$ cat src/girc_pkg.sv
`default_nettype none
package girc_pkg;
  localparam int          GIRC_ADDR_W       = 16;
  localparam int          GIRC_PORTS        = 7;
  localparam logic [15:0] GIRC_ADDR_REV     = 16'h0003;
  localparam logic [15:0] GIRC_ADDR_PWR     = 16'h0006;
  localparam logic [15:0] GIRC_ADDR_GSTAT   = 16'h0010;
  localparam logic [15:0] GIRC_ADDR_GMASK   = 16'h0014;
  localparam logic [15:0] GIRC_ADDR_PSTAT   = 16'h0018;
  localparam logic [15:0] GIRC_ADDR_PMASK   = 16'h001c;
  localparam int          GIRC_BIT_SRST     = 0;
  localparam int          GIRC_BIT_PWR_POL  = 0;
  localparam int          GIRC_BIT_PWR_EN   = 1;
  localparam int          GIRC_REV_LSB      = 4;
  localparam logic [3:0]  GIRC_REV_DEFAULT  = 4'h1;
  localparam logic [7:0]  GIRC_BYTE_ZERO    = 8'h00;
  localparam logic [1:0]  GIRC_BYTE_MSB     = 2'h0;
  localparam logic [1:0]  GIRC_BYTE_LSB     = 2'h3;
  localparam logic [6:0]  GIRC_PMASK_RST    = 7'h00;
  localparam logic [1:0]  GIRC_GMASK_RST    = 2'h0;
  localparam logic [1:0]  GIRC_PWR_RST      = 2'h0;
  localparam int          GIRC_SYNC_STAGES  = 2;
endpackage
`default_nettype wire

$ cat src/girc_sync.sv
`default_nettype none
module girc_sync #(
  parameter int W = 1
) (
  input  wire logic         clock,
  input  wire logic         nrst,
  input  wire logic [W-1:0] d,
  output var  logic [W-1:0] q
);
  logic [W-1:0] meta_reg;
  always_ff @(posedge clock or negedge nrst) begin
    if (!nrst) begin
      meta_reg <= '0;
      q        <= '0;
    end else begin
      meta_reg <= d;
      q        <= meta_reg;
    end
  end
endmodule
`default_nettype wire

$ cat src/girc_top.sv
// Functional notes
// - revision nibble in bits 7:4 of byte 0x0003; bits 3:1 reserved, read zero
// - soft reset bit one holds data path reset, registers untouched
// - soft reset bit never self-clears; host writes zero to release
// - power event output driven only while its enable bit is one
// - global status bit 31 mirrors lookup engine pending request
// - global status bit 30 set by gpio trigger or timestamp units
// - per-port egress timestamp requests stay out of bit 30
// - global mask bits 31 and 30, one disables, reset zero
// - port summary status bits 6:0 for ports 7..1, upper bits zero
// - each port summary bit mirrors that port's pending status
// - port mask bits 6:0 writable, one disables, reset zero
// - byte addressed, big-endian multi-byte registers, any byte order
`default_nettype none
module girc_top
  import girc_pkg::*;
#(
  parameter int         NPORTS   = girc_pkg::GIRC_PORTS,
  parameter logic [3:0] REVISION = girc_pkg::GIRC_REV_DEFAULT
) (
  input  wire logic                               clock,
  input  wire logic                               nrst,
  input  wire logic                               reg_wr,
  input  wire logic                               reg_rd,
  input  wire logic [girc_pkg::GIRC_ADDR_W-1:0]   reg_addr,
  input  wire logic [7:0]                         reg_wdata,
  output var  logic [7:0]                         reg_rdata,
  input  wire logic                               lookup_engine_irq,
  input  wire logic                               gpio_trig_irq,
  input  wire logic                               gpio_ts_irq,
  input  wire logic [NPORTS-1:0]                  port_irq,
  input  wire logic                               power_event_req,
  output var  logic                               power_event_output,
  output var  logic                               power_event_output_oe_n,
  output var  logic                               irq_out_n,
  output var  logic                               datapath_rst_n
);
  import girc_pkg::*;

  logic              srst_reg;
  logic [1:0]        pwr_reg;
  logic [1:0]        gmask_reg;
  logic [NPORTS-1:0] pmask_reg;
  logic [1:0]        gstat_reg;
  logic [NPORTS-1:0] pstat_reg;
  logic [3:0]        sync_in;
  logic [3:0]        sync_out;
  logic [NPORTS-1:0] port_sync;

  // lookup, gpio and power event sources pass a two-stage synchronizer; port_irq is used directly
  assign sync_in = {lookup_engine_irq, gpio_trig_irq, gpio_ts_irq,
                    power_event_req};
  girc_sync #(.W(4)) u_sync (
    .clock (clock),
    .nrst  (nrst),
    .d     (sync_in),
    .q     (sync_out)
  );
  assign port_sync = port_irq;

  // byte decode, big-endian: lowest address holds bits 31:24
  wire [15:0] word_base = {reg_addr[15:2], 2'b00};
  wire [1:0]  byte_sel  = reg_addr[1:0];
  wire [4:0]  shift     = 5'((GIRC_BYTE_LSB - byte_sel) * 8);
  wire        hit_rev   = reg_addr == GIRC_ADDR_REV;
  wire        hit_pwr   = reg_addr == GIRC_ADDR_PWR;
  wire        hit_gstat = word_base == GIRC_ADDR_GSTAT;
  wire        hit_gmask = word_base == GIRC_ADDR_GMASK;
  wire        hit_pstat = word_base == GIRC_ADDR_PSTAT;
  wire        hit_pmask = word_base == GIRC_ADDR_PMASK;

  wire [31:0] gstat_word = {gstat_reg, 30'h0};
  wire [31:0] gmask_word = {gmask_reg, 30'h0};
  wire [31:0] pstat_word = {{(32-NPORTS){1'b0}}, pstat_reg};
  wire [31:0] pmask_word = {{(32-NPORTS){1'b0}}, pmask_reg};

  wire [31:0] wr_word  = {24'h0, reg_wdata} << shift;
  wire [31:0] wr_lane  = 32'h0000_00ff << shift;
  wire [31:0] gmask_nx = (gmask_word & ~wr_lane) | (wr_word & wr_lane);
  wire [31:0] pmask_nx = (pmask_word & ~wr_lane) | (wr_word & wr_lane);

  wire [31:0] rd_word =
    hit_gstat ? gstat_word :
    hit_gmask ? gmask_word :
    hit_pstat ? pstat_word :
    hit_pmask ? pmask_word : 32'h0;
  wire [7:0] rd_byte = 8'(rd_word >> shift);
  wire [7:0] rev_byte = {REVISION, 3'h0, srst_reg};
  wire [7:0] pwr_byte = {6'h0, pwr_reg};
  wire [7:0] rdata_next =
    hit_rev ? rev_byte :
    hit_pwr ? pwr_byte : rd_byte;

  // status summaries; egress timestamp requests arrive via port_irq only
  wire [1:0] gstat_next = {sync_out[3],
                           sync_out[2] | sync_out[1]};
  wire irq_next = |(gstat_reg & ~gmask_reg) |
                  |(pstat_reg & ~pmask_reg);
  wire pwr_active = sync_out[0];

  always_ff @(posedge clock or negedge nrst) begin
    if (!nrst) begin
      srst_reg <= 1'b0;
      pwr_reg  <= GIRC_PWR_RST;
      gmask_reg <= GIRC_GMASK_RST;
      pmask_reg <= '0;
    end else if (reg_wr) begin
      if (hit_rev)
        srst_reg <= reg_wdata[GIRC_BIT_SRST];
      if (hit_pwr)
        pwr_reg <= reg_wdata[1:0];
      if (hit_gmask)
        gmask_reg <= gmask_nx[31:30];
      if (hit_pmask)
        pmask_reg <= pmask_nx[NPORTS-1:0];
    end
  end

  always_ff @(posedge clock or negedge nrst) begin
    if (!nrst) begin
      gstat_reg <= 2'b00;
      pstat_reg <= '0;
      irq_out_n <= 1'b1;
      reg_rdata <= GIRC_BYTE_ZERO;
      datapath_rst_n <= 1'b0;
      power_event_output <= 1'b0;
      power_event_output_oe_n <= 1'b1;
    end else begin
      gstat_reg <= gstat_next;
      pstat_reg <= port_sync;
      irq_out_n <= ~irq_next;
      if (reg_rd)
        reg_rdata <= rdata_next;
      datapath_rst_n <= ~srst_reg;
      power_event_output <= pwr_active ? pwr_reg[GIRC_BIT_PWR_POL]
                                       : ~pwr_reg[GIRC_BIT_PWR_POL];
      power_event_output_oe_n <= ~pwr_reg[GIRC_BIT_PWR_EN];
    end
  end
endmodule
`default_nettype wire

$ cat config.mk
export PLATFORM = sky130hd
export DESIGN_NAME = girc_top
export DESIGN_NICKNAME = d
export VERILOG_FILES = /design/src/girc_pkg.sv /design/src/girc_sync.sv /design/src/girc_top.sv
export SDC_FILE = /design/constraint.sdc
export NUM_CORES = 1
export LEC_CHECK = 0
export ABC_AREA = 1
export BUFFER_PORTS_ARGS = -buffer_cell sky130_fd_sc_hd__buf_2
export CAP_MARGIN = 40
export CORE_MARGIN = 3
export CORE_UTILIZATION = 50
export CTS_BUF_LIST = sky130_fd_sc_hd__clkbuf_2
export DETAILED_ROUTE_END_ITERATION = 10
export HOLD_SLACK_MARGIN = 0.06
export MAX_ROUTING_LAYER = met4
export PLACE_DENSITY_LB_ADDON = 0.25
export SLEW_MARGIN = 10
export SYNTH_ARGS = -nofsm -noshare
export SYNTH_HDL_FRONTEND = slang
export SYNTH_SLANG_ARGS = --single-unit
$ cat constraint.sdc
create_clock -name clock -period 1.1 [get_ports clock]
set_input_delay 0.165 -clock clock [delete_from_list [all_inputs] [get_ports clock]]
set_output_delay 0.165 -clock clock [all_outputs]
set_load 0.02 [all_outputs]
==> flow_summary.ini, run 1 <==
[synth]
ys.warnings.count = 0
synth_nets = 251
synth_area_leaders = dfrtp_1 (52%), nand2_1 (10%), inv_1 (6.3%)
syn_inst = 212
avgSynthCellArea_um2 = 8.770
synth_top_area_share_pct = 52.49
yosysUniqueCellTypes = 25
synth-seq-cells = 41
synth_top_area_cell = dfrtp_1
ys_seq_area_share_pct = 55.32
synth_area_mm2 = 0.001859

[timing]
max_freq_mhz = 810.3
worst_pin_slew_ps = 265.3
hold_viol = 0
slew_violations = 0
finClkSkew_ps = 11.41
fin_crit_ps = 1234
fin_tns_setup_ps = -442.5
max_slew_margin_pct = 82.15
finalSetupViolCount = 11
setup_ws_ps = -134.0
fin_crit_sh_pct = 112.2
rsz0062_at_grt = yes

[power]
p_seq_share_pct = 62.1
internal_power_uw = 1875
ir_drop_v = 0.0008912
share_comb_of_total_power_pct = 11.7
p_switching_uw = 636.9
power_uw = 2512
clkPwrFrac_pct = 26.2
leakage_uw = 0.001357
swShare_pct = 25.35
power-per-cell-area_mw_per_mm2 = 969.0

[cells_and_area]
multi_input_area_um2 = 684.4
drive_gt1_share_pct = 33.00
ff_latch_area_mm2 = 0.001028
fin_nets = 341
num_antenna_cells = 0
area_growth_pct = 39.43
n_fill_cell = 271
final_common_cell = nand2_1
final_cell_mix = nand2_1 (51), dfrtp_1 (39), buf_2 (38)

[clock_network]
cts.sinks = 41
clockBufferDepth = 2
clkTransAtPathRegs_ps = 190
clk_latency_ps = 400
cts_max_level = 2
cts-buffers-inserted = 5
cts_tree = built
clockRootBuffer = clkbuf_2

[place]
dp_hpwl_mm = 2.831
post-place-ws_ps = -183.2
gp_congestion = 0.8798
io_buffers = 50

[setup_path]
path_depth = 1
arrival_ps = 1070
max_stage_delay_ps = 570
worstPathMaxFanout = 1
crit_type = register to output port
cp_data_required_time_ps = 940
crit_slowest_cell = dfstp_2
crit_buf_inv = 1
cp-end-kind = output port
crit_family = flip-flops
crit_chain = buf_6
cp-start-kind = register
reg2reg_depth = 3

[grt]
antenna_found_initial = 0
grt.total_usage_pct = 21.08
grt_pass1_vias = 1576
grt_pass1_wl_mm = 6.699
grt-ovfl-total = 0
grt_max_degree = 42

[floorplanning]
fp.coreArea_mm2 = 0.003468
io_pins = 51
die_x_um = 66.98
start_util_pct = 53.61
core.rowCount = 21
die_h_um = 66.98
dieArea_mm2 = 0.004486

[job]
cap_violations = 0

[run_status]
status = complete, but fails checks
violations = negative setup slack

[drt]
avgRoutedWirePerCell_um = 11.30
route.antenna.remaining_nets = 0
avgViaCountPerCell = 4.665
drt_iter0_markers = 64
drc = 0
vias = 1628
drt-total-wl_mm = 3.942
drt_pre_antenna_iters = 4

[min_path]
worstHoldPathCells = 3
hp-class = input port to register
## cell families after synthesis
kind of cell    Yosys count  synth area share (%)
flops                    41                 55.32
xor+xnor                  1                0.4711
simple gates            110                 29.27
compound gates           24                 7.066
buf+inv                  36                 7.873
## worst min-delay path, delay by kind of cell
kind	cells	cell delay, ps
buf+inv	1	150
simple gates	2	160
## worst paths after layout
check	from	endpoint	slack, ps
hold / removal	reg_rd	reg_rdata[3]$_DFFE_PN0P_	90
setup / recovery	irq_out_n$_DFF_PN1_	irq_out_n	-130
max in group asynchronous	nrst	irq_out_n$_DFF_PN1_	580
hold reg to reg	u_sync.meta_reg[0]$_DFF_PN0_	u_sync.q[0]$_DFF_PN0_	370
min in group asynchronous	nrst	async pin	250
setup reg to reg	gstat_reg[0]$_DFF_PN0_	irq_out_n$_DFF_PN1_	140
## cell usage after synthesis, drive strengths merged
library cell	count
nand2	57
dfrtp	39
inv	34
nor2	25
nand3	23
o21ai	18
nand4	3
o22ai	3
a21oi	2
dfstp	2
buf	1
clkinv	1
nor4	1
o221ai	1
or2	1
xnor2	1
## stage by stage
step | utilization [%] | cells | hold slack (ps) | area (um^2)
6_report | 74.75 | 349 | 86.12 | 2592
4_1_cts | 74.10 | 346 | 70.46 | 2570
3_3_place_gp | 64.25 | 315 | 150.3 | 2228
2_1_floorplan | - | 212 | -130.6 | 1859
3_5_place_dp | 64.25 | 315 | 153.6 | 2228
5_1_grt | 74.75 | 349 | 87.61 | 2592
## power groups by stage
stage	logic [uW]	registers (uW)	clock network (uW)
6_report	294	1560	658
2_1_floorplan	82.0	1590	0
4_1_cts	297	1560	673
3_3_place_gp	234	1580	0
5_1_grt	333	1560	746
3_5_place_dp	238	1580	0
## timing repair
action	in CTS	in global routing
hold buffers	20	0
setup endpoints to repair	12	12
gates resized for setup	24	0
setup buffers	3	3
endpoints found under the hold margin	64	0
## cell type report
class	instances	share of cell area [%]
Clock buffer	7	1.351
Clock inverter	1	0.3378
Inverter	35	5.212
Multi-Input combinational cell	135	26.40
Sequential cell	41	39.67
Tap cell	46	2.220
Timing Repair Buffer	84	24.81
## metal layers
metal	vias up	track usage, %	share of wire (%)
li1	848	-	-
met1	734	24.51	42
met2	39	35.52	52
met3	7	5.734	4.5
met4	0	6.582	1.4
met5	-	-	0
Power figures use the tool's default switching activity.
==> inputs of run 2 (changes only) <==
- SYNTH_HIERARCHICAL: unset -> 1
==> flow_summary.ini, run 2 <==
[run_status]
status = complete, but fails checks
violations = negative setup slack

[drt]
drc = 0
route.antenna.remaining_nets = 0
avgViaCountPerCell = 4.806
drt_iter0_markers = 46
drt-total-wl_mm = 4.307
avgRoutedWirePerCell_um = 12.67
vias = 1634
drt_pre_antenna_iters = 4

[clock_network]
cts.sinks = 41
clockRootBuffer = clkbuf_2
clockBufferDepth = 2
clk_latency_ps = 390
cts_tree = built
cts_max_level = 2
clkTransAtPathRegs_ps = 200
cts-buffers-inserted = 5

[synth]
ys_seq_area_share_pct = 55.88
synth_top_family_by_area = simple AND/OR/NAND/NOR gates
synth_top_area_cell = dfrtp_1
avgSynthCellArea_um2 = 9.203
syn_inst = 200
synth-seq-cells = 41
synth_mux_area_share_pct = 0
synth_ff_type = dfrtp_1
ys.warnings.count = 6
synth_top_area_share_pct = 53.03
synth-xor-area-share_pct = 0.4759
synth_area_mm2 = 0.001841
synth_most_common_cell = dfrtp_1
synth-async-reset-ratio_pct = 100.0
synth-simple-area-share_pct = 29.23
yosysUniqueCellTypes = 28
synth-compound-area-share_pct = 8.022
synth_edf_count = 0
synth_area_leaders = dfrtp_1 (53%), nand2_1 (7.5%), inv_1 (4.9%)
synth_common_cells = dfrtp_1 (39), nand2_1 (37), inv_1 (24)
synth_nets = 239
synth-adder-area-share_pct = 0

[cells_and_area]
n_fill_cell = 250
area_growth_pct = 42.28
final_common_cell = dfrtp_1
fin_nets = 332
drive_gt1_share_pct = 34.35
final_cell_mix = dfrtp_1 (39), buf_2 (38), nand2_1 (37)
num_antenna_cells = 0
postLayoutCoreUtil_pct = 76.08

[setup_path]
crit_slowest_cell = dfstp_2
cp-end-kind = output port
max_stage_delay_ps = 570
crit_chain = buf_6
arrival_ps = 1070
crit_family = flip-flops
worstPathMaxFanout = 1
cp_data_required_time_ps = 940
cp-start-kind = register
crit_type = register to output port
crit_buf_inv = 1

[timing]
finClkSkew_ps = 8.231
rsz0062_at_grt = yes
max_freq_mhz = 810.6
fin_crit_sh_pct = 112.1
finalSetupViolCount = 11
max_slew_margin_pct = 73.46
slew_violations = 0
worst_pin_slew_ps = 398.1
setup_ws_ps = -133.6
hold_viol = 0
fin_hold_ws_ps = 74.41
fin_crit_ps = 1234

[floorplanning]
io_pins = 51
fp.coreArea_mm2 = 0.003442
start_util_pct = 53.47
die_x_um = 66.67
core.rowCount = 21
dieArea_mm2 = 0.004445
die_h_um = 66.67

[grt]
grt_pass1_wl_mm = 6.865
grt_pass1_vias = 1607
grt-ovfl-total = 0
grt_max_degree = 27
grt.total_usage_pct = 21.55
antenna_found_initial = 0

[power]
swShare_pct = 23.58
p_switching_uw = 640.7
internal_power_uw = 2077
power-per-cell-area_mw_per_mm2 = 1038
clkPwrFrac_pct = 31.3
ir_drop_v = 0.0009470
share_comb_of_total_power_pct = 11.2
p_seq_share_pct = 57.5
leakage_uw = 0.001342

[place]
dp_hpwl_mm = 3.124
gp_congestion = 0.8829
io_buffers = 50

[job]
cap_violations = 0

[min_path]
hp-class = input port to register
[run 2: cell count changes after synthesis, moves of 3 or more]
cell / change
inv_1: -7
nand3_2: +3
nor2_1: +10
o21ai_1: -5
nand2_1: -14
nand3_1: -4
a21oi_1: +8
nor2_2: -4
[run 2: stage by stage]
stage          instances  instance area, um^2  TNS, ps  setup WS [ps]  power, uW
2_1_floorplan        200                 1841        0          10.77       1675
3_3_place_gp         306                 2232    -3300         -210.9       1822
3_5_place_dp         306                 2232    -4060         -270.1       1829
4_1_cts              337                 2596   -625.4         -150.7       2744
5_1_grt              340                 2619    -1094         -182.7       2845
6_report             340                 2619   -468.9         -133.6       2717
[run 2: cells by family (layout without fill, tap and decap cells)]
kind of cell / Yosys count / in the layout
and+or+nand+nor: 102 / 102
DFF: 41 / 41
buffers and inverters: 29 / 123
AOI/OAI and AO/OA: 27 / 27
xor gates and xnor gates: 1 / 1
[run 2: repair_timing]
action / CTS / global route
setup buffers: 3 / 3
setup endpoints to repair: 12 / 12
endpoints found under the hold margin: 64 / 0
hold buffers: 20 / 0
resized for setup: 24 / 0
[run 2: final timing paths]
check	endpoint	slack (ps)	cells after the start	startpoint
worst min-delay path	reg_rdata[4]$_DFFE_PN0P_	70	3	reg_rd
worst max-delay path	irq_out_n	-130	1	irq_out_n$_DFF_PN1_
worst min register to register	u_sync/q[1]$_DFF_PN0_	370	0	u_sync/meta_reg[1]$_DFF_PN0_
min in group asynchronous	reg_rdata[7]$_DFFE_PN0P_	200	2	nrst
max in group asynchronous	async pin	440	3	nrst
worst max register to register	reg_rdata[4]$_DFFE_PN0P_	170	6	register
[run 2: layout make-up]
cell class	instances	area, um^2	area share, %
well taps	46	57.56	2.198
clock buffers	5	25.02	0.9556
repair buffers	87	665.6	25.42
flip-flops and latches	41	1028	39.27
multi-input cells	130	694.4	26.52
clock inverters	3	41.29	1.577
inverters	28	106.4	4.061
[run 2: per-layer routing]
| layer | up-vias | part of all wire (%) | wire [um] | GRT usage (%) |
|---|---|---|---|---|
| met4 | 0 | 1.5 | 65 | 5.838 |
| li1 | 829 | - | - | - |
| met1 | 744 | 42 | 1820 | 24.61 |
| met5 | - | 0 | 0 | - |
| met3 | 8 | 5.1 | 221 | 4.553 |
| met2 | 53 | 51 | 2200 | 38.24 |
[run 2: power by group through the flow]
stage          clock, uW  sequential (uW)  combinational [uW]
5_1_grt              941             1570                 338
4_1_cts              880             1560                 301
3_3_place_gp           0             1590                 236
6_report             849             1560                 306
2_1_floorplan          0             1590                83.4
3_5_place_dp           0             1590                 241
==> inputs of run 3 (changes only) <==
- GPL_ROUTABILITY_DRIVEN: unset -> 0
- SYNTH_HIERARCHICAL: 1 -> unset
==> flow_summary.ini, run 3 (synthesis results as in run 1) <==
[setup_path]
cp-startpoint = irq_out_n$_DFF_PN1_
crit_type = register to output port
worstPathMaxFanout = 1
cp-end-kind = output port
crit_buf_inv = 1
crit_family = flip-flops
r2r_start = gstat_reg[0]$_DFF_PN0_
cp-start-kind = register
cp_data_required_time_ps = 940
crit_slowest_cell = dfstp_2
crit_chain = buf_6
max_stage_delay_ps = 580
arrival_ps = 1070

[power]
leakage_uw = 0.001359
ir_drop_v = 0.0008273
power-per-cell-area_mw_per_mm2 = 947.4

[timing]
max_slew_margin_pct = 79.62
finalSetupViolCount = 3
rsz0062_at_grt = yes
finClkSkew_ps = 20.04
setup_ws_ps = -137.1
fin_hold_ws_ps = 107.3
fin_crit_ps = 1237
fin_crit_sh_pct = 112.5
worst_pin_slew_ps = 302.9
hold_viol = 0
slew_violations = 0
max_freq_mhz = 808.4

[grt]
grt_pass1_wl_mm = 6.720
grt_max_degree = 31
antenna_found_initial = 0
grt-ovfl-total = 0
grt_pass1_vias = 1583
grt.total_usage_pct = 20.74

[cells_and_area]
final_common_cell = nand2_1
finalNonFillerCells = 350
stdcell_area_mm2 = 0.002599
drive_gt1_share_pct = 32.89
multi_input_area_um2 = 684.4
fin_nets = 342
area_growth_pct = 39.77
postLayoutCoreUtil_pct = 74.93
num_antenna_cells = 0
final_cell_mix = nand2_1 (51), dfrtp_1 (39), buf_2 (38)
n_fill_cell = 265
ff_latch_area_mm2 = 0.001028

[place]
dpl_cell_area_mm2 = 0.002236
io_buffers = 50
dp.cells = 316
dp_hpwl_mm = 2.945

[clock_network]
cts_tree = built
clkTransAtPathRegs_ps = 200
clockRootBuffer = clkbuf_2
clockBufferDepth = 2
clk_latency_ps = 380
cts.sinks = 41
cts_max_level = 2
cts-buffers-inserted = 5

[job]
cap_violations = 0

[drt]
route.antenna.remaining_nets = 0
avgRoutedWirePerCell_um = 11.65
vias = 1670
drt_iter0_markers = 81
avgViaCountPerCell = 4.771
drc = 0
drt-total-wl_mm = 4.076
drt_pre_antenna_iters = 5

[floorplanning]
core.rowCount = 21
start_util_pct = 53.61
die_h_um = 66.98
fp.coreArea_mm2 = 0.003468
dieArea_mm2 = 0.004486
io_pins = 51
die_x_um = 66.98

[min_path]
hp-class = input port to register
hp-start = reg_rd

[run_status]
status = complete, but fails checks
violations = negative setup slack
==> run 3: area by class of cell <==
class	count	area share [%]
Sequential cell	41	39.58
Multi-Input combinational cell	135	26.34
Timing Repair Buffer	85	25.04
Inverter	35	5.200
Tap cell	46	2.215
Clock buffer	5	0.9629
Clock inverter	3	0.6740
==> run 3: layer usage <==
metal / GRT usage [%] / vias up / part of all wire (%)
li1: - / 848 / -
met1: 24.38 / 771 / 42
met2: 35.52 / 47 / 52
met3: 4.216 / 4 / 4.2
met4: 6.835 / 0 / 0.93
met5: - / - / 0
==> run 3: path summary, 6_finish.rpt <==
| path | endpoint | slack (ps) | cells past startpoint |
|---|---|---|---|
| max in group asynchronous | power_event_output_oe_n$_DFF_PN1_ | 400 | 3 |
| min | reg_rdata[2]$_DFFE_PN0P_ | 110 | 3 |
| min reg2reg | u_sync.q[0]$_DFF_PN0_ | 370 | 0 |
| max | irq_out_n | -140 | 1 |
| max reg2reg | irq_out_n$_DFF_PN1_ | 110 | 3 |
| min in group asynchronous | pstat_reg[4]$_DFF_PN0_ | 170 | 2 |
==> run 3: power breakdown <==
| part | internal, uW | switching [uW] |
|---|---|---|
| clock | 150 | 456 |
| sequential | 1540 | 13.6 |
| combinational | 149 | 148 |
| total | 1840 | 618 |
==> run 3: stage by stage <==
stage | setup WS, ps | total power [uW] | TNS, ps
floorplan | 71.49 | 1670 | 0
global placement | -163.7 | 1818 | -2540
detailed placement | -177.9 | 1822 | -2900
CTS | -147.4 | 2484 | -374.4
global route | -210.9 | 2599 | -932.0
finish | -137.1 | 2462 | -275.3
==> run 3: repair_timing <==
action | CTS | global route
hold buffers | 20 | 0
setup endpoints to repair | 10 | 12
resized for setup | 20 | 4
hold endpoints to repair | 63 | 0
setup buffers | 4 | 2
